--- src/verilog/glc_pkg.sv ---
package glc_pkg;

	localparam int          GLC_LINES = 32;
	localparam int          GLC_AW    = 32;
	localparam int          GLC_DW    = 32;

	////////////////////////////////////////////////////////////////////////////////
	// Register byte addresses
	localparam logic [31:0] GLC_ADDR_DRIVE_VALUE  = 32'hfffff438;
	localparam logic [31:0] GLC_ADDR_PIN_LEVEL    = 32'hfffff43c;
	localparam logic [31:0] GLC_ADDR_IRQ_ENABLE   = 32'hfffff440;
	localparam logic [31:0] GLC_ADDR_IRQ_DISABLE  = 32'hfffff444;
	localparam logic [31:0] GLC_ADDR_IRQ_MASK     = 32'hfffff448;
	localparam logic [31:0] GLC_ADDR_IRQ_STATUS   = 32'hfffff44c;
	localparam logic [31:0] GLC_ADDR_OD_ENABLE    = 32'hfffff450;
	localparam logic [31:0] GLC_ADDR_OD_DISABLE   = 32'hfffff454;
	localparam logic [31:0] GLC_ADDR_OD_STATE     = 32'hfffff458;
	localparam logic [31:0] GLC_ADDR_PULLUP_OFF   = 32'hfffff460;
	localparam logic [31:0] GLC_ADDR_PULLUP_ON    = 32'hfffff464;
	localparam logic [31:0] GLC_ADDR_PULLUP_STATE = 32'hfffff468;
	localparam logic [31:0] GLC_ADDR_FSEL_LOW     = 32'hfffff46c;
	localparam logic [31:0] GLC_ADDR_FSEL_HIGH    = 32'hfffff470;
	localparam logic [31:0] GLC_ADDR_WPROT        = 32'hfffff4e4;
	localparam logic [31:0] GLC_ADDR_CTRL_OWN     = 32'hfffff4f0;
	localparam logic [31:0] GLC_ADDR_OUT_EN       = 32'hfffff4f4;

	////////////////////////////////////////////////////////////////////////////////
	// Fields
	localparam int          GLC_WPROT_ON_BIT = 0;

	////////////////////////////////////////////////////////////////////////////////
	// Reset values
	localparam logic [31:0] GLC_RST_DRIVE_VALUE = 32'h0000_0000;
	localparam logic [31:0] GLC_RST_IRQ_MASK    = 32'h0000_0000;
	localparam logic [31:0] GLC_RST_IRQ_STATUS  = 32'h0000_0000;
	localparam logic [31:0] GLC_RST_OD_STATE    = 32'h0000_0000;
	localparam logic [31:0] GLC_RST_PULLUP_DIS  = 32'h0000_0000;
	localparam logic [31:0] GLC_RST_FSEL        = 32'h0000_0000;
	localparam logic        GLC_RST_WPROT       = 1'h0;
	localparam logic [31:0] GLC_RST_CTRL_OWN    = 32'hffff_ffff;
	localparam logic [31:0] GLC_RST_OUT_EN      = 32'h0000_0000;

	////////////////////////////////////////////////////////////////////////////////
	// Timing: cycles after reset before change detection is armed
	localparam logic [2:0]  GLC_SETTLE_CYCLES = 3'h4;

	typedef enum logic [1:0] {
		GLC_FUNC_A = 2'b00,
		GLC_FUNC_B = 2'b01,
		GLC_FUNC_C = 2'b10,
		GLC_FUNC_D = 2'b11
	} glc_func_t;

endpackage

--- src/verilog/glc_gpio_ctrl.sv ---
// Added by the designer: the APB register port.
`timescale 1ns/1ps

module glc_gpio_ctrl (
	// Clock and reset
	input  wire logic                           clk,
	input  wire logic                           rst,
	// APB slave
	input  wire logic                           psel,
	input  wire logic                           penable,
	input  wire logic                           pwrite,
	input  wire logic [glc_pkg::GLC_AW-1:0]    paddr,
	input  wire logic [glc_pkg::GLC_DW-1:0]    pwdata,
	output logic      [glc_pkg::GLC_DW-1:0]    prdata,
	output logic                                pready,
	output logic                                pslverr,
	// Pads
	input  wire logic [glc_pkg::GLC_LINES-1:0] line_in,
	output logic      [glc_pkg::GLC_LINES-1:0] line_out,
	output logic      [glc_pkg::GLC_LINES-1:0] line_oe_n,
	output logic      [glc_pkg::GLC_LINES-1:0] pullup_en,
	// Peripheral functions
	input  wire logic [glc_pkg::GLC_LINES-1:0] periph_a_out,
	input  wire logic [glc_pkg::GLC_LINES-1:0] periph_a_oe,
	input  wire logic [glc_pkg::GLC_LINES-1:0] periph_b_out,
	input  wire logic [glc_pkg::GLC_LINES-1:0] periph_b_oe,
	input  wire logic [glc_pkg::GLC_LINES-1:0] periph_c_out,
	input  wire logic [glc_pkg::GLC_LINES-1:0] periph_c_oe,
	input  wire logic [glc_pkg::GLC_LINES-1:0] periph_d_out,
	input  wire logic [glc_pkg::GLC_LINES-1:0] periph_d_oe,
	output logic      [glc_pkg::GLC_LINES-1:0] periph_in,
	// Interrupt
	output logic                                irq
);
	import glc_pkg::*;

	////////////////////////////////////////////////////////////////////////////////
	// Declarations

	logic [GLC_LINES-1:0] drive_value_ff;
	logic [GLC_LINES-1:0] irq_mask_ff;
	logic [GLC_LINES-1:0] irq_status_ff;
	logic [GLC_LINES-1:0] od_state_ff;
	logic [GLC_LINES-1:0] pullup_dis_ff;
	logic [GLC_LINES-1:0] fsel_low_ff;
	logic [GLC_LINES-1:0] fsel_high_ff;
	logic                 wprot_ff;
	logic [GLC_LINES-1:0] ctrl_own_ff;
	logic [GLC_LINES-1:0] out_en_ff;
	logic [GLC_LINES-1:0] line_out_ff;
	logic [GLC_LINES-1:0] line_oe_n_ff;
	logic [GLC_DW-1:0]    prdata_ff;

	logic [GLC_LINES-1:0] pin_level;
	logic [GLC_LINES-1:0] pin_change;
	logic [GLC_LINES-1:0] nxt_irq_status;
	logic [GLC_LINES-1:0] status_clr;
	logic [GLC_LINES-1:0] nxt_line_out;
	logic [GLC_LINES-1:0] nxt_line_oe_n;
	logic [GLC_DW-1:0]    rd_mux;
	logic                 addr_hit;
	logic                 setup_rd;
	logic                 access;
	logic                 wr_en;
	logic                 cfg_wr_en;
	logic                 status_rd;
	logic                 wr_drive;
	logic                 wr_own;
	logic                 wr_out_en;
	logic                 wr_wprot;
	logic                 wr_irq_en;
	logic                 wr_irq_dis;
	logic                 wr_status;
	logic                 wr_od_en;
	logic                 wr_od_dis;
	logic                 wr_pu_off;
	logic                 wr_pu_on;
	logic                 wr_fsel_low;
	logic                 wr_fsel_high;

	////////////////////////////////////////////////////////////////////////////////
	// Input synchronisation and change detection

	glc_line_sync u_sync (
		.clk     (clk),
		.rst     (rst),
		.line_in (line_in),
		.level   (pin_level),
		.change  (pin_change)
	);

	assign periph_in = pin_level;

	////////////////////////////////////////////////////////////////////////////////
	// APB decode

	// Zero wait states: the access phase always completes in its first cycle
	assign access    = psel & penable;
	assign setup_rd  = psel & ~penable & ~pwrite;
	assign wr_en     = access & pwrite & addr_hit;
	assign cfg_wr_en = wr_en & ~wprot_ff;
	assign status_rd = access & ~pwrite & (paddr == GLC_ADDR_IRQ_STATUS);

	// One strobe per register keeps the decode in one place
	assign wr_drive     = wr_en & (paddr == GLC_ADDR_DRIVE_VALUE);
	assign wr_own       = wr_en & (paddr == GLC_ADDR_CTRL_OWN);
	assign wr_out_en    = wr_en & (paddr == GLC_ADDR_OUT_EN);
	assign wr_wprot     = wr_en & (paddr == GLC_ADDR_WPROT);
	assign wr_irq_en    = wr_en & (paddr == GLC_ADDR_IRQ_ENABLE);
	assign wr_irq_dis   = wr_en & (paddr == GLC_ADDR_IRQ_DISABLE);
	assign wr_status    = wr_en & (paddr == GLC_ADDR_IRQ_STATUS);
	assign wr_od_en     = cfg_wr_en & (paddr == GLC_ADDR_OD_ENABLE);
	assign wr_od_dis    = cfg_wr_en & (paddr == GLC_ADDR_OD_DISABLE);
	assign wr_pu_off    = cfg_wr_en & (paddr == GLC_ADDR_PULLUP_OFF);
	assign wr_pu_on     = cfg_wr_en & (paddr == GLC_ADDR_PULLUP_ON);
	assign wr_fsel_low  = cfg_wr_en & (paddr == GLC_ADDR_FSEL_LOW);
	assign wr_fsel_high = cfg_wr_en & (paddr == GLC_ADDR_FSEL_HIGH);

	always_comb begin
		addr_hit = 1'b1;
		rd_mux   = '0;
		case (paddr)
			GLC_ADDR_DRIVE_VALUE: rd_mux = drive_value_ff;
			GLC_ADDR_PIN_LEVEL: rd_mux = pin_level;
			GLC_ADDR_IRQ_ENABLE: rd_mux = '0;
			GLC_ADDR_IRQ_DISABLE: rd_mux = '0;
			GLC_ADDR_IRQ_MASK: rd_mux = irq_mask_ff;
			GLC_ADDR_IRQ_STATUS: rd_mux = irq_status_ff;
			GLC_ADDR_OD_ENABLE: rd_mux = '0;
			GLC_ADDR_OD_DISABLE: rd_mux = '0;
			GLC_ADDR_OD_STATE: rd_mux = od_state_ff;
			GLC_ADDR_PULLUP_OFF: rd_mux = '0;
			GLC_ADDR_PULLUP_ON: rd_mux = '0;
			GLC_ADDR_PULLUP_STATE: rd_mux = pullup_dis_ff;
			GLC_ADDR_FSEL_LOW: rd_mux = fsel_low_ff;
			GLC_ADDR_FSEL_HIGH: rd_mux = fsel_high_ff;
			GLC_ADDR_WPROT: rd_mux = {{(GLC_DW-1){1'b0}}, wprot_ff};
			GLC_ADDR_CTRL_OWN: rd_mux = ctrl_own_ff;
			GLC_ADDR_OUT_EN: rd_mux = out_en_ff;
			default: begin
				addr_hit = 1'b0;
				rd_mux   = '0;
			end
		endcase
	end

	// Read data is captured in the setup phase so it leaves a flip-flop
	always_ff @(posedge clk or posedge rst) begin
		if (rst) begin
			prdata_ff <= '0;
		end else if (setup_rd) begin
			prdata_ff <= rd_mux;
		end
	end

	assign prdata  = prdata_ff;
	assign pready  = access;
	assign pslverr = access & ~addr_hit;

	////////////////////////////////////////////////////////////////////////////////
	// Drive value and controller ownership

	always_ff @(posedge clk or posedge rst) begin
		if (rst) begin
			drive_value_ff <= GLC_RST_DRIVE_VALUE;
		end else if (wr_drive) begin
			drive_value_ff <= pwdata;
		end
	end

	always_ff @(posedge clk or posedge rst) begin
		if (rst) begin
			ctrl_own_ff <= GLC_RST_CTRL_OWN;
		end else if (wr_own) begin
			ctrl_own_ff <= pwdata;
		end
	end

	always_ff @(posedge clk or posedge rst) begin
		if (rst) begin
			out_en_ff <= GLC_RST_OUT_EN;
		end else if (wr_out_en) begin
			out_en_ff <= pwdata;
		end
	end

	always_ff @(posedge clk or posedge rst) begin
		if (rst) begin
			wprot_ff <= GLC_RST_WPROT;
		end else if (wr_wprot) begin
			wprot_ff <= pwdata[GLC_WPROT_ON_BIT];
		end
	end

	////////////////////////////////////////////////////////////////////////////////
	// Change interrupt mask and status

	always_ff @(posedge clk or posedge rst) begin
		if (rst) begin
			irq_mask_ff <= GLC_RST_IRQ_MASK;
		end else if (wr_irq_en) begin
			irq_mask_ff <= irq_mask_ff | pwdata;
		end else if (wr_irq_dis) begin
			irq_mask_ff <= irq_mask_ff & ~pwdata;
		end
	end

	// A read clears only what it reported, so a change after setup survives
	always_comb begin
		status_clr = '0;
		if (status_rd) begin
			status_clr = prdata_ff;
		end else if (wr_status) begin
			status_clr = pwdata;
		end
	end

	// New changes win over a clear in the same cycle
	assign nxt_irq_status = (irq_status_ff & ~status_clr) | pin_change;

	always_ff @(posedge clk or posedge rst) begin
		if (rst) begin
			irq_status_ff <= GLC_RST_IRQ_STATUS;
		end else begin
			irq_status_ff <= nxt_irq_status;
		end
	end

	assign irq = |(irq_status_ff & irq_mask_ff);

	////////////////////////////////////////////////////////////////////////////////
	// Protected configuration

	always_ff @(posedge clk or posedge rst) begin
		if (rst) begin
			od_state_ff <= GLC_RST_OD_STATE;
		end else if (wr_od_en) begin
			od_state_ff <= od_state_ff | pwdata;
		end else if (wr_od_dis) begin
			od_state_ff <= od_state_ff & ~pwdata;
		end
	end

	always_ff @(posedge clk or posedge rst) begin
		if (rst) begin
			pullup_dis_ff <= GLC_RST_PULLUP_DIS;
		end else if (wr_pu_off) begin
			pullup_dis_ff <= pullup_dis_ff | pwdata;
		end else if (wr_pu_on) begin
			pullup_dis_ff <= pullup_dis_ff & ~pwdata;
		end
	end

	assign pullup_en = ~pullup_dis_ff;

	always_ff @(posedge clk or posedge rst) begin
		if (rst) begin
			fsel_low_ff <= GLC_RST_FSEL;
		end else if (wr_fsel_low) begin
			fsel_low_ff <= pwdata;
		end
	end

	always_ff @(posedge clk or posedge rst) begin
		if (rst) begin
			fsel_high_ff <= GLC_RST_FSEL;
		end else if (wr_fsel_high) begin
			fsel_high_ff <= pwdata;
		end
	end

	////////////////////////////////////////////////////////////////////////////////
	// Per-line output mux

	genvar gi;
	generate
		for (gi = 0; gi < GLC_LINES; gi++) begin : g_line
			glc_func_t func;
			logic      val;
			logic      en;

			assign func = glc_func_t'({fsel_high_ff[gi], fsel_low_ff[gi]});

			always_comb begin
				val = 1'b0;
				en  = 1'b0;
				if (ctrl_own_ff[gi]) begin
					val = drive_value_ff[gi];
					en  = out_en_ff[gi];
				end else begin
					unique case (func)
						GLC_FUNC_A: begin
							val = periph_a_out[gi];
							en  = periph_a_oe[gi];
						end
						GLC_FUNC_B: begin
							val = periph_b_out[gi];
							en  = periph_b_oe[gi];
						end
						GLC_FUNC_C: begin
							val = periph_c_out[gi];
							en  = periph_c_oe[gi];
						end
						GLC_FUNC_D: begin
							val = periph_d_out[gi];
							en  = periph_d_oe[gi];
						end
					endcase
				end
			end

			// Open-drain releases the pad for a high, letting the pull-up win
			assign nxt_line_out[gi]  = val;
			assign nxt_line_oe_n[gi] = ~(en & ~(od_state_ff[gi] & val));
		end
	endgenerate

	// Registered pads cost one cycle but keep the pins glitch-free
	always_ff @(posedge clk or posedge rst) begin
		if (rst) begin
			line_out_ff  <= '0;
			line_oe_n_ff <= '1;
		end else begin
			line_out_ff  <= nxt_line_out;
			line_oe_n_ff <= nxt_line_oe_n;
		end
	end

	assign line_out  = line_out_ff;
	assign line_oe_n = line_oe_n_ff;

endmodule

--- src/verilog/glc_line_sync.sv ---
`timescale 1ns/1ps

module glc_line_sync (
	// Clock and reset
	input  wire logic                           clk,
	input  wire logic                           rst,
	// Raw pin levels
	input  wire logic [glc_pkg::GLC_LINES-1:0] line_in,
	// Settled level and change flags
	output logic      [glc_pkg::GLC_LINES-1:0] level,
	output logic      [glc_pkg::GLC_LINES-1:0] change
);
	import glc_pkg::*;

	logic [GLC_LINES-1:0] meta_ff;
	logic [GLC_LINES-1:0] sync2_ff;
	logic [GLC_LINES-1:0] sync3_ff;
	logic [GLC_LINES-1:0] level_ff;
	logic [GLC_LINES-1:0] prev_ff;
	logic [GLC_LINES-1:0] change_ff;
	logic [2:0]           settle_ff;
	logic [GLC_LINES-1:0] nxt_level;
	logic                 armed;

	always_ff @(posedge clk or posedge rst) begin
		if (rst) begin
			meta_ff  <= '0;
			sync2_ff <= '0;
			sync3_ff <= '0;
		end else begin
			meta_ff  <= line_in;
			sync2_ff <= meta_ff;
			sync3_ff <= sync2_ff;
		end
	end

	// A level counts only once the second and third stages agree
	assign nxt_level = (~(sync2_ff ^ sync3_ff) & sync3_ff) | ((sync2_ff ^ sync3_ff) & level_ff);
	assign armed     = (settle_ff == GLC_SETTLE_CYCLES);

	always_ff @(posedge clk or posedge rst) begin
		if (rst) begin
			settle_ff <= '0;
		end else if (!armed) begin
			settle_ff <= settle_ff + 3'h1;
		end
	end

	// Held off after reset so a pin that idles high gives no false change
	always_ff @(posedge clk or posedge rst) begin
		if (rst) begin
			level_ff  <= '0;
			prev_ff   <= '0;
			change_ff <= '0;
		end else begin
			level_ff  <= nxt_level;
			// Until armed, history tracks the incoming level so both agree at arming
			prev_ff   <= armed ? level_ff : nxt_level;
			change_ff <= armed ? (level_ff ^ prev_ff) : '0;
		end
	end

	assign level  = level_ff;
	assign change = change_ff;

endmodule

--- config.mk ---
export PLATFORM = sky130hd
export DESIGN_NAME = glc_gpio_ctrl
export DESIGN_NICKNAME = d
export VERILOG_FILES = /design/src/verilog/glc_pkg.sv /design/src/verilog/glc_gpio_ctrl.sv /design/src/verilog/glc_line_sync.sv
export SDC_FILE = /design/constraint.sdc
export NUM_CORES = 1
export LEC_CHECK = 0
export ABC_AREA = 1
export BUFFER_PORTS_ARGS = -buffer_cell sky130_fd_sc_hd__buf_4
export CORE_MARGIN = 2
export CORE_UTILIZATION = 30
export DETAILED_ROUTE_END_ITERATION = 8
export REMOVE_ABC_BUFFERS = 1
export SETUP_SLACK_MARGIN = 0.3
export SLEW_MARGIN = 15
export SYNTH_ARGS = -nofsm -noshare
export SYNTH_HDL_FRONTEND = slang
export SYNTH_SLANG_ARGS = --single-unit
--- constraint.sdc ---
create_clock -name clk -period 25 [get_ports clk]
set_clock_uncertainty 0.2 [all_clocks]
set_input_delay 1.25 -clock clk [delete_from_list [all_inputs] [get_ports clk]]
set_output_delay 1.25 -clock clk [all_outputs]
set_load 0.02 [all_outputs]
# --- After elaboration in Yosys (flattened, before gate mapping) ---
# Index checks and enable logic that the tools add are counted.
totals:
  reg_bits: 580
  in_bits: 357
  out_inout_bits: 163
  wordCells: 484
classes:
  add_sub_neg: 1
  eq_ne: 114
  mux: 140
  bitwise: 172
  n_reduce_logical: 37
op_table:
  columns: ["operator", "count"]
  rows:
  - ["$eq A32 B32 Y1 const B", 17]
  - ["$pmux W32 S11", 1]
  - ["$mux W32", 10]
  - ["$pmux W1 S4", 64]
  - ["$and A32 B32 Y32", 7]
  - ["$or A32 B32 Y32", 5]
  - ["$eq A2 B2 Y1 const B", 64]
  - ["$not A32 Y32", 4]
  - ["$and A1 B1 Y1", 86]
  - ["$not A1 Y1", 68]
  - ["$mux W1", 65]
  - ["$eq A2 B1 Y1 const B", 32]
  - ["$logic_not A2 Y1", 32]
  - ["$xor A32 B32 Y32", 2]
  - ["$reduce_or A32 Y1", 1]
  - ["$reduce_or A17 Y1", 1]
  - ["$reduce_bool A2 Y1", 3]
  - ["$add A3 B1 Y3 const B", 1]
  - ["$eq A3 B3 Y1 const B", 1]

# --- Logic depth before layout (Yosys ltp) ---
# Gate-level depths: netlist (run 1).
depth:
  depth_word: 10
  depth_mapped: 17
  ltp_nobuf: 14

# --- Cells and area by module ---
# A second synthesis (run 1) with hierarchy kept.
unflattened:
  hier_cells: 3403
  hier_area_um2: 27475.1
by_module_without_submodules:
  columns: ["module", "instances", "cells_per_inst", "area_each_um2", "seq_area_each_um2"]
  rows:
  - ["glc_gpio_ctrl", 1, 2802, 20721.1, 9714.3]
  - ["glc_line_sync", 1, 601, 6754.0, 4879.7]

# --- Worst setup path after synthesis (run 1) ---
# Ideal clock, no wire load.
synth_timing:
  path_type: "input-to-output"
  from: "in paddr[9] (netlist bit)"
  to: "out pslverr"
  t_arrival_ns: 2.459
  required_time_ns: 23.550
  setup_slack_ns: 21.091
  stages: 11
  n_path_buf: 1
  cell_sequence: "inv_1 > nand2_1 > nor2_1 > nand2_2 > inv_2 > buf_4 > nand3_1 > nand2_1 > nor2_1 > nand2_1 > nor3_1"
synth_via:
  elab_chain_cells: 5
  elab_cells_between_ends: 21
  cone_classes: "17 x eq/ne; 1 x mux; 2 x bitwise; 1 x reduce/logical"
synth_rtl:
  columns: ["item", "line_no", "rtl"]
  rows:
  - ["start: declaration", "glc_gpio_ctrl.sv:12", "input wire logic [glc_pkg::GLC_AW-1:0] paddr,"]
  - ["$eq A32 B32 Y1", "glc_gpio_ctrl.sv:122", "case (paddr)"]
  - ["$reduce_or A17 Y1 (no source line) (*)", null, null]
  - ["$mux W1 (*)", "glc_gpio_ctrl.sv:122", null]
  - ["$not A1 Y1 (*)", "glc_gpio_ctrl.sv:158", "assign pslverr = access & ~addr_hit;"]
  - ["$and A1 B1 Y1 (*)", "glc_gpio_ctrl.sv:158", null]
  - ["end: declaration", "glc_gpio_ctrl.sv:16", "output logic pslverr,"]
# Mark *: on every way between the ends. The rest lies on a longest branch, timed or not.

# --- Worst setup path in the final report (run 1) ---
layout_timing:
  from: "in paddr[4] (netlist bit)"
  to: "reg fsel_low_ff[16]"
layout_via:
  elab_chain_cells: 6
  elab_cells_between_ends: 22
  cone_classes: "17 x eq/ne; 1 x mux; 3 x bitwise; 1 x reduce/logical"
layout_rtl:
  columns: ["item", "line_no", "rtl"]
  rows:
  - ["$eq A32 B32 Y1, on equally long branches", "glc_gpio_ctrl.sv:122, glc_gpio_ctrl.sv:116", null]
  - ["$reduce_or A17 Y1 (no source line)", null, null]
  - ["$mux W1", "glc_gpio_ctrl.sv:122", null]
  - ["$and A1 B1 Y1", "glc_gpio_ctrl.sv:100", "assign wr_en = access & pwrite & addr_hit;"]
  - ["$and A1 B1 Y1", "glc_gpio_ctrl.sv:101", "assign cfg_wr_en = wr_en & ~wprot_ff;"]
  - ["$and A1 B1 Y1 (*)", "glc_gpio_ctrl.sv:116", "assign wr_fsel_low = cfg_wr_en & (paddr == GLC_ADDR_FSEL_LOW);"]
  - ["end signal: assignment", "glc_gpio_ctrl.sv:260", "fsel_low_ff <= pwdata;"]
  - ["end: declaration", "glc_gpio_ctrl.sv:45", "logic [GLC_LINES-1:0] fsel_low_ff;"]
# Marks and branches as above.
# A chain may end at the register's enable or synchronous reset.

==> results.ini, run 1 <==
[layout]
final_nets=3949
drive_gt1_share_pct=20.55
fillers=8985
areaGrowthSynthToFinish_pct=27.47
finalNonFillerCells=4816
fin_area_um2=34070

[critical_path]
startpoint=paddr[4]
r2r_setup_slack_ns=21.45
timing.rr.end=fsel_low_ff[16]
startpoint_type=primary input
crit_path_end_kind=flop
cp-endpoint=fsel_low_ff[16]
path_class=in -> reg
crit_path_max_fanout=64
reg2reg_from=wprot_ff
crit_arrival_ns=5.91
reg2reg_depth=4
required_ns=25.27

[outcome]
outcome=finished, final reports clean

[timing]
hold_violations=0
maxSlewHeadroom_pct=26.94
finalSetupViolCount=0
period_share_pct=22.58
setup_tns_ns=0
slew_violations=0
post-route-min-period_ns=5.645
worst_slew_pin_slew_ns=1.096
rsz0062_at_grt=false
fmaxAchievable_mhz=177.2

[die]
die_h_um=302.5
initial_core_util_pct=30.24
core_um2=88370
die-area_um2=91500
core.rowCount=109
io_pins=520
die_x_um=302.5

[yosys]
synth_top_family_by_area=simple AND/OR/NAND/NOR gates
yosys_warnings=0
netlist.area_leader.share_pct=48.31
netlist_area_um2=26730
synth_compound_area_share_pct=13.17
yosysUniqueCellTypes=37
synthCells=3148
synth.largest_area_cell=dfrtp_1
ys_ff_latch=580
synth_xor_area_share_pct=1.114
synth_mux_area_share_pct=0
synth_edf_count=0
yosysSeqAreaShare_pct=54.60
synthFlopType=dfrtp_1
synth.area.top_cells=dfrtp_1 (48%), nand2_1 (9.1%), dfstp_2 (6.3%)
yosysMostFrequentCell=nand2_1
yosys.area_share.simple_pct=21.47
synth_adder_area_share_pct=1.292
synthArstFlopShare_pct=100.0
synth_area_per_cell_um2=8.491
synth_common_cells=nand2_1 (647), dfrtp_1 (516), inv_1 (389), nand3_1 (325), nor2_1 (175)

[clocking]
post_cts_resized=0
clk_pin_slew_worst_paths_ns=0.06
hold_buffers=0
cts_tree=built
cts.sinks=580
cts-root-buf=clkbuf_16
clk_path_buf_depth=3
cts-buffers-inserted=71
cts_setup_buffers=0
clk_latency_ns=0.59
htree_levels=3

[pwr]
ir_drop_mv=0.04657
power.leakage_nw=15.84
power.total_mw=2.226
power_density_nw_per_um2=65.34

[drt]
first_pass_iters=5
drc=0
vias_per_cell=5.062
drtIter0Drc=2035
ant_nets=0
drt-wirelength-per-cell_um=21.57
num_vias=24377
routed_wl_um=103900

[global_route]
overflow=0
grt_pass1_vias=23361
grt_first_pass_wirelength_um=150800
grt_max_degree=134
grtUsageTotal_pct=22.11
antenna_found_initial=6

[min_path]
hp-class=reg -> reg

[placement]
dp_hpwl_um=65630
placed_cell_area_um2=31610
portBuffers=519
place_inst=4682
gp_congestion=0.8669

[flow_run]
maxCapViolCount=0

## worst max-delay path, stage by stage
cell and delay, ns:
buf_4 0.11, inv_1 0.11, nand2_1 0.08, nor2_2 0.16, nand2_1 0.08, nor2_1 0.24
nand2_4 0.49, nand3_1 0.26, nor2_1 0.06, nand2_1 0.10, nor2_2 0.07, nor2_8 0.58
buf_4 0.74, nand3_4 1.00, o21ai_0 0.50
## kinds of logic after synthesis
group	after synthesis
and+or+nand+nor	1303
AOI/OAI and AO/OA	637
DFF	580
buffers and inverters	560
xor gates and xnor gates	34
adders and majority gates	34
## cell type report
| cell class | count | area, µm² | area share, % |
|---|---|---|---|
| Antenna cell | 2 | 5.005 | 0.01469 |
| Clock buffer | 111 | 2173 | 6.379 |
| Clock inverter | 21 | 282.8 | 0.8299 |
| Inverter | 392 | 1481 | 4.348 |
| Multi-Input combinational cell | 2008 | 10030 | 29.45 |
| Sequential cell | 580 | 14590 | 42.83 |
| Tap cell | 1165 | 1458 | 4.278 |
| Timing Repair Buffer | 537 | 4044 | 11.87 |
## worst min path at each step
stage | start | endpoint | slack, ns | cells past startpoint
2_1_floorplan | u_sync.meta_ff[0] | u_sync.sync2_ff[0] | 0.13 | 0
3_3_place_gp | u_sync.meta_ff[9] | u_sync.sync2_ff[9] | 0.13 | 0
3_5_place_dp | u_sync.meta_ff[4] | u_sync.sync2_ff[4] | 0.13 | 0
4_1_cts | u_sync.meta_ff[5] | u_sync.sync2_ff[5] | 0.14 | 0
5_1_grt | u_sync.meta_ff[19] | u_sync.sync2_ff[19] | 0.15 | 0
6_report | u_sync.meta_ff[8] | u_sync.sync2_ff[8] | 0.15 | 0
## report_power, final
group | switching (mW) | leakage, nW | internal, mW
sequential | 0.0175 | 7.19 | 0.975
clock | 0.416 | 1.20 | 0.662
combinational | 0.0853 | 7.45 | 0.0706
## layer usage
| metal | global-route usage, % | wire [µm] | vias up |
|---|---|---|---|
| met2 | 37.47 | 50640 | 941 |
| met4 | 7.460 | 3209 | 8 |
| met1 | 28.18 | 41790 | 11802 |
| met3 | 4.461 | 8186 | 183 |
| met5 | 0 | 48 | - |
| li1 | - | - | 11443 |
## cell usage in the layout, fill, tap and decap left out, types with 76 or more instances in the layout
master / n
o22ai_1: 141
nor2_1: 174
nand4_1: 130
buf_4: 536
o21ai_0: 168
a21oi_1: 155
clkbuf_16: 76
dfrtp_1: 516
inv_1: 382
nand3_1: 318
o21ai_1: 112
nand2_1: 645
## per-stage QoR
step	hold WS [ns]	setup slack, ns	utilization (%)
2_1_floorplan	0.1312	7.428	-
3_3_place_gp	0.1328	18.85	35.77
3_5_place_dp	0.1347	18.72	35.77
4_1_cts	0.1444	19.36	38.55
5_1_grt	0.1495	18.97	38.55
6_report	0.1471	19.36	38.55
(Power assumes the default switching activity.)
==> inputs of run 2 (changes only) <==
==> constraint.sdc (replaced) <==
create_clock -name clk -period 5.4 [get_ports clk]
set_clock_uncertainty 0.2 [all_clocks]
set_input_delay 0.27 -clock clk [delete_from_list [all_inputs] [get_ports clk]]
set_output_delay 0.27 -clock clk [all_outputs]
set_load 0.02 [all_outputs]
==> run 2 against run 1 <==
  * Clock power grew to 4.3 times the previous value
  * Critical path depth fell by 1
  * Via count increased by 3.6%
  * Routed wire length is 1.8% higher
  * Sequential share of layout area shrank 2.2 points
  * Worst setup slack worse by 18 ns
  * Cell count is 4.1% higher
  * Global-route usage is 0.52 points higher
  * Sequential cell count unchanged
  * Total power rose to 4.5 times the previous value
==> results.ini, run 2 (same netlist as run 1, synthesis figures left out) <==
[outcome]
outcome=finished, final reports clean  ; unchanged

[pwr]
power_density_nw_per_um2=281.4  ; was 65.34 nW/µm²
swShare_pct=24.09  ; was 23.30%
power.leakage_nw=16.62  ; was 15.84 nW
p_sw_mw=2.438  ; was 0.5187 mW
p_int_mw=7.681  ; was 1.708 mW
pwr-share-clk_pct=46.2  ; was 48.4%
power_frac_comb_pct=8.4  ; was 7.0%
share_seq_of_total_power_pct=45.4  ; was 44.6%
ir_drop_mv=0.1817  ; was 0.04657 mV
power.total_mw=10.12  ; was 2.226 mW

[timing]
hold_violations=0  ; unchanged
holdWs_ns=0.02669  ; was 0.1471 ns
finalSetupViolCount=0  ; unchanged
setup_ws_ns=1.667  ; was 19.36 ns
fmaxAchievable_mhz=267.8
rsz0062_at_grt=false  ; unchanged
post-route-min-period_ns=3.733
maxSlewHeadroom_pct=23.92  ; was 26.94%
slew_violations=0  ; unchanged
worst_slew_pin_slew_ns=1.140  ; was 1.096 ns
period_share_pct=69.14

[critical_path]
crit_arrival_ns=4.00  ; was 5.91 ns
reg2reg_depth=3  ; was 4
crit_path_end_kind=flop  ; unchanged
r2r_setup_slack_ns=2.51  ; was 21.45 ns
critPathBufInv=3  ; unchanged
startpoint_type=primary input  ; unchanged
timing.rr.end=fsel_high_ff[25]  ; was fsel_low_ff[16]
slowest_stage=nand3_4  ; unchanged
reg2reg_from=wprot_ff  ; unchanged
path_cells=buf_4 -> inv_1 -> nand2_1 -> nor2_1 -> nand2_2 -> inv_2 -> nand3_1 -> nor2_1 -> nor2_1 -> nand2_1 -> nor2_2 -> nor2_8 -> nand3_4 -> o21ai_0  ; was buf_4 -> inv_1 -> nand2_1 -> nor2_2 -> nand2_1 -> nor2_1 -> nand2_4 -> nand3_1 -> nor2_1 -> nand2_1 -> nor2_2 -> nor2_8 -> buf_4 -> nand3_4 -> o21ai_0
cp_top_family=simple AND/OR/NAND/NOR gates  ; unchanged
crit_top_cell=nor2_1  ; was nand2_1
cpPeakStageDelay_ns=0.91  ; was 1.00 ns
crit_path_max_fanout=64  ; unchanged
required_ns=5.67  ; was 25.27 ns
path_depth=14  ; was 15
path_class=in -> reg  ; unchanged

[global_route]
grt_first_pass_wirelength_um=154800  ; was 150800 µm
grtUsageTotal_pct=22.64  ; was 22.11%
antenna_found_initial=3  ; was 6
grt_pass1_vias=24408  ; was 23361
grt_max_degree=145  ; was 134
overflow=0  ; unchanged

[clocking]
cts.sinks=580  ; unchanged
cts_setup_buffers=0  ; unchanged
clk_latency_ns=0.60  ; was 0.59 ns
htree_levels=3  ; unchanged
post_cts_resized=0  ; unchanged
clk_path_buf_depth=3  ; unchanged
clk_pin_slew_worst_paths_ns=0.06  ; about the same
cts-root-buf=clkbuf_16  ; unchanged
cts-buffers-inserted=69  ; was 71
cts_tree=built  ; unchanged

[die]
die_h_um=302.5  ; unchanged
initial_core_util_pct=30.24  ; unchanged
die-area_um2=91500  ; unchanged
io_pins=520  ; unchanged
die_x_um=302.5  ; unchanged
core.rowCount=109  ; unchanged
core_um2=88370  ; unchanged

[placement]
portBuffers=519  ; unchanged
gp_congestion=0.8736  ; was 0.8669
dp_hpwl_um=66300  ; was 65630 µm
placed_cell_area_um2=31660  ; was 31610 µm²
pre_cts_ws_ns=1.016  ; was 18.72 ns

[drt]
vias_per_cell=5.035  ; was 5.062
ant_nets=0  ; unchanged
topRoutingLayerUsed=met5  ; unchanged
wl_met3_um=7172  ; was 8186 µm
num_vias=25244  ; was 24377
wl_met2_um=51430  ; was 50640 µm
wl_met1_um=43840  ; was 41790 µm
first_pass_iters=5  ; unchanged
drc=0  ; unchanged
drt-wirelength-per-cell_um=21.09  ; was 21.57 µm
drtIter0Drc=2148  ; was 2035
routed_wl_um=105800  ; was 103900 µm

[layout]
layout_common_cells=nand2_1 (645), buf_4 (535), dfrtp_1 (516)  ; was nand2_1 (645), buf_4 (536), dfrtp_1 (516)
final_common_cell=nand2_1  ; unchanged
areaGrowthSynthToFinish_pct=34.53  ; was 27.47%
final_nets=4155  ; was 3949
diodes=0  ; was 2
final_util_pct=40.69  ; was 38.55%
fin_area_um2=35960  ; was 34070 µm²
drive_gt1_share_pct=19.36  ; was 20.55%

[min_path]
hp-class=in -> reg  ; was reg -> reg
holdPathStages=5  ; was 0
hp-start=periph_b_out[8]  ; was u_sync.meta_ff[8]
min_to=line_out[8]  ; was u_sync.sync2_ff[8]

[flow_run]
maxCapViolCount=0  ; unchanged

==> run 2: layout make-up <==
| type | count | area (µm²) |
|---|---|---|
| Fill cell | 8867 | 52420 |
| Sequential cell | 580 | 14590 |
| Multi-Input combinational cell | 2008 | 10030 |
| Timing Repair Buffer | 745 | 6158 |
| Clock buffer | 108 | 2074 |
| Inverter | 392 | 1481 |
| Tap cell | 1165 | 1458 |
| Clock inverter | 16 | 158.9 |
==> run 2: per-layer routing <==
layer  vias up  track usage [%]
met3       193            3.895
li1      11847                -
met1     12275            29.16
met4         6            7.823
met2       923            38.41
met5         -                0
==> run 2: how the worst max path moves through the flow <==
stage,start,endpoint
global placement,paddr[8],fsel_high_ff[27]
finish,paddr[8],fsel_high_ff[25]
CTS,paddr[8],fsel_high_ff[25]
detailed placement,paddr[8],fsel_high_ff[25]
floorplan,rst,asynchronous set/reset pin
global route,paddr[8],fsel_high_ff[28]
==> run 2: through the flow <==
stage          setup TNS (ns)  cells
2_1_floorplan        -6190.32   2980
3_5_place_dp                0   4684
4_1_cts                     0   5014
5_1_grt                     0   5014
6_report                    0   5014
3_3_place_gp                0   4684
==> run 2: repair_timing <==
item                       CTS  global route
hold endpoints to repair   451             0
setup endpoints to repair    0             0
hold buffers               206             0
==> run 2: power by group through the flow <==
stage	clock [mW]	sequential [mW]	combinational, mW
2_1_floorplan	0	4.72	0.251
3_3_place_gp	0	4.67	0.730
3_5_place_dp	0	4.67	0.730
4_1_cts	4.78	4.60	0.857
5_1_grt	4.95	4.61	0.928
6_report	4.67	4.60	0.849
==> run 2: worst min-delay path, stage by stage <==
cell	delay (ns)
buf_4	0.11
nand3_1	0.07
nand3_1	0.06
o21ai_0	0.14
a21oi_1	0.12
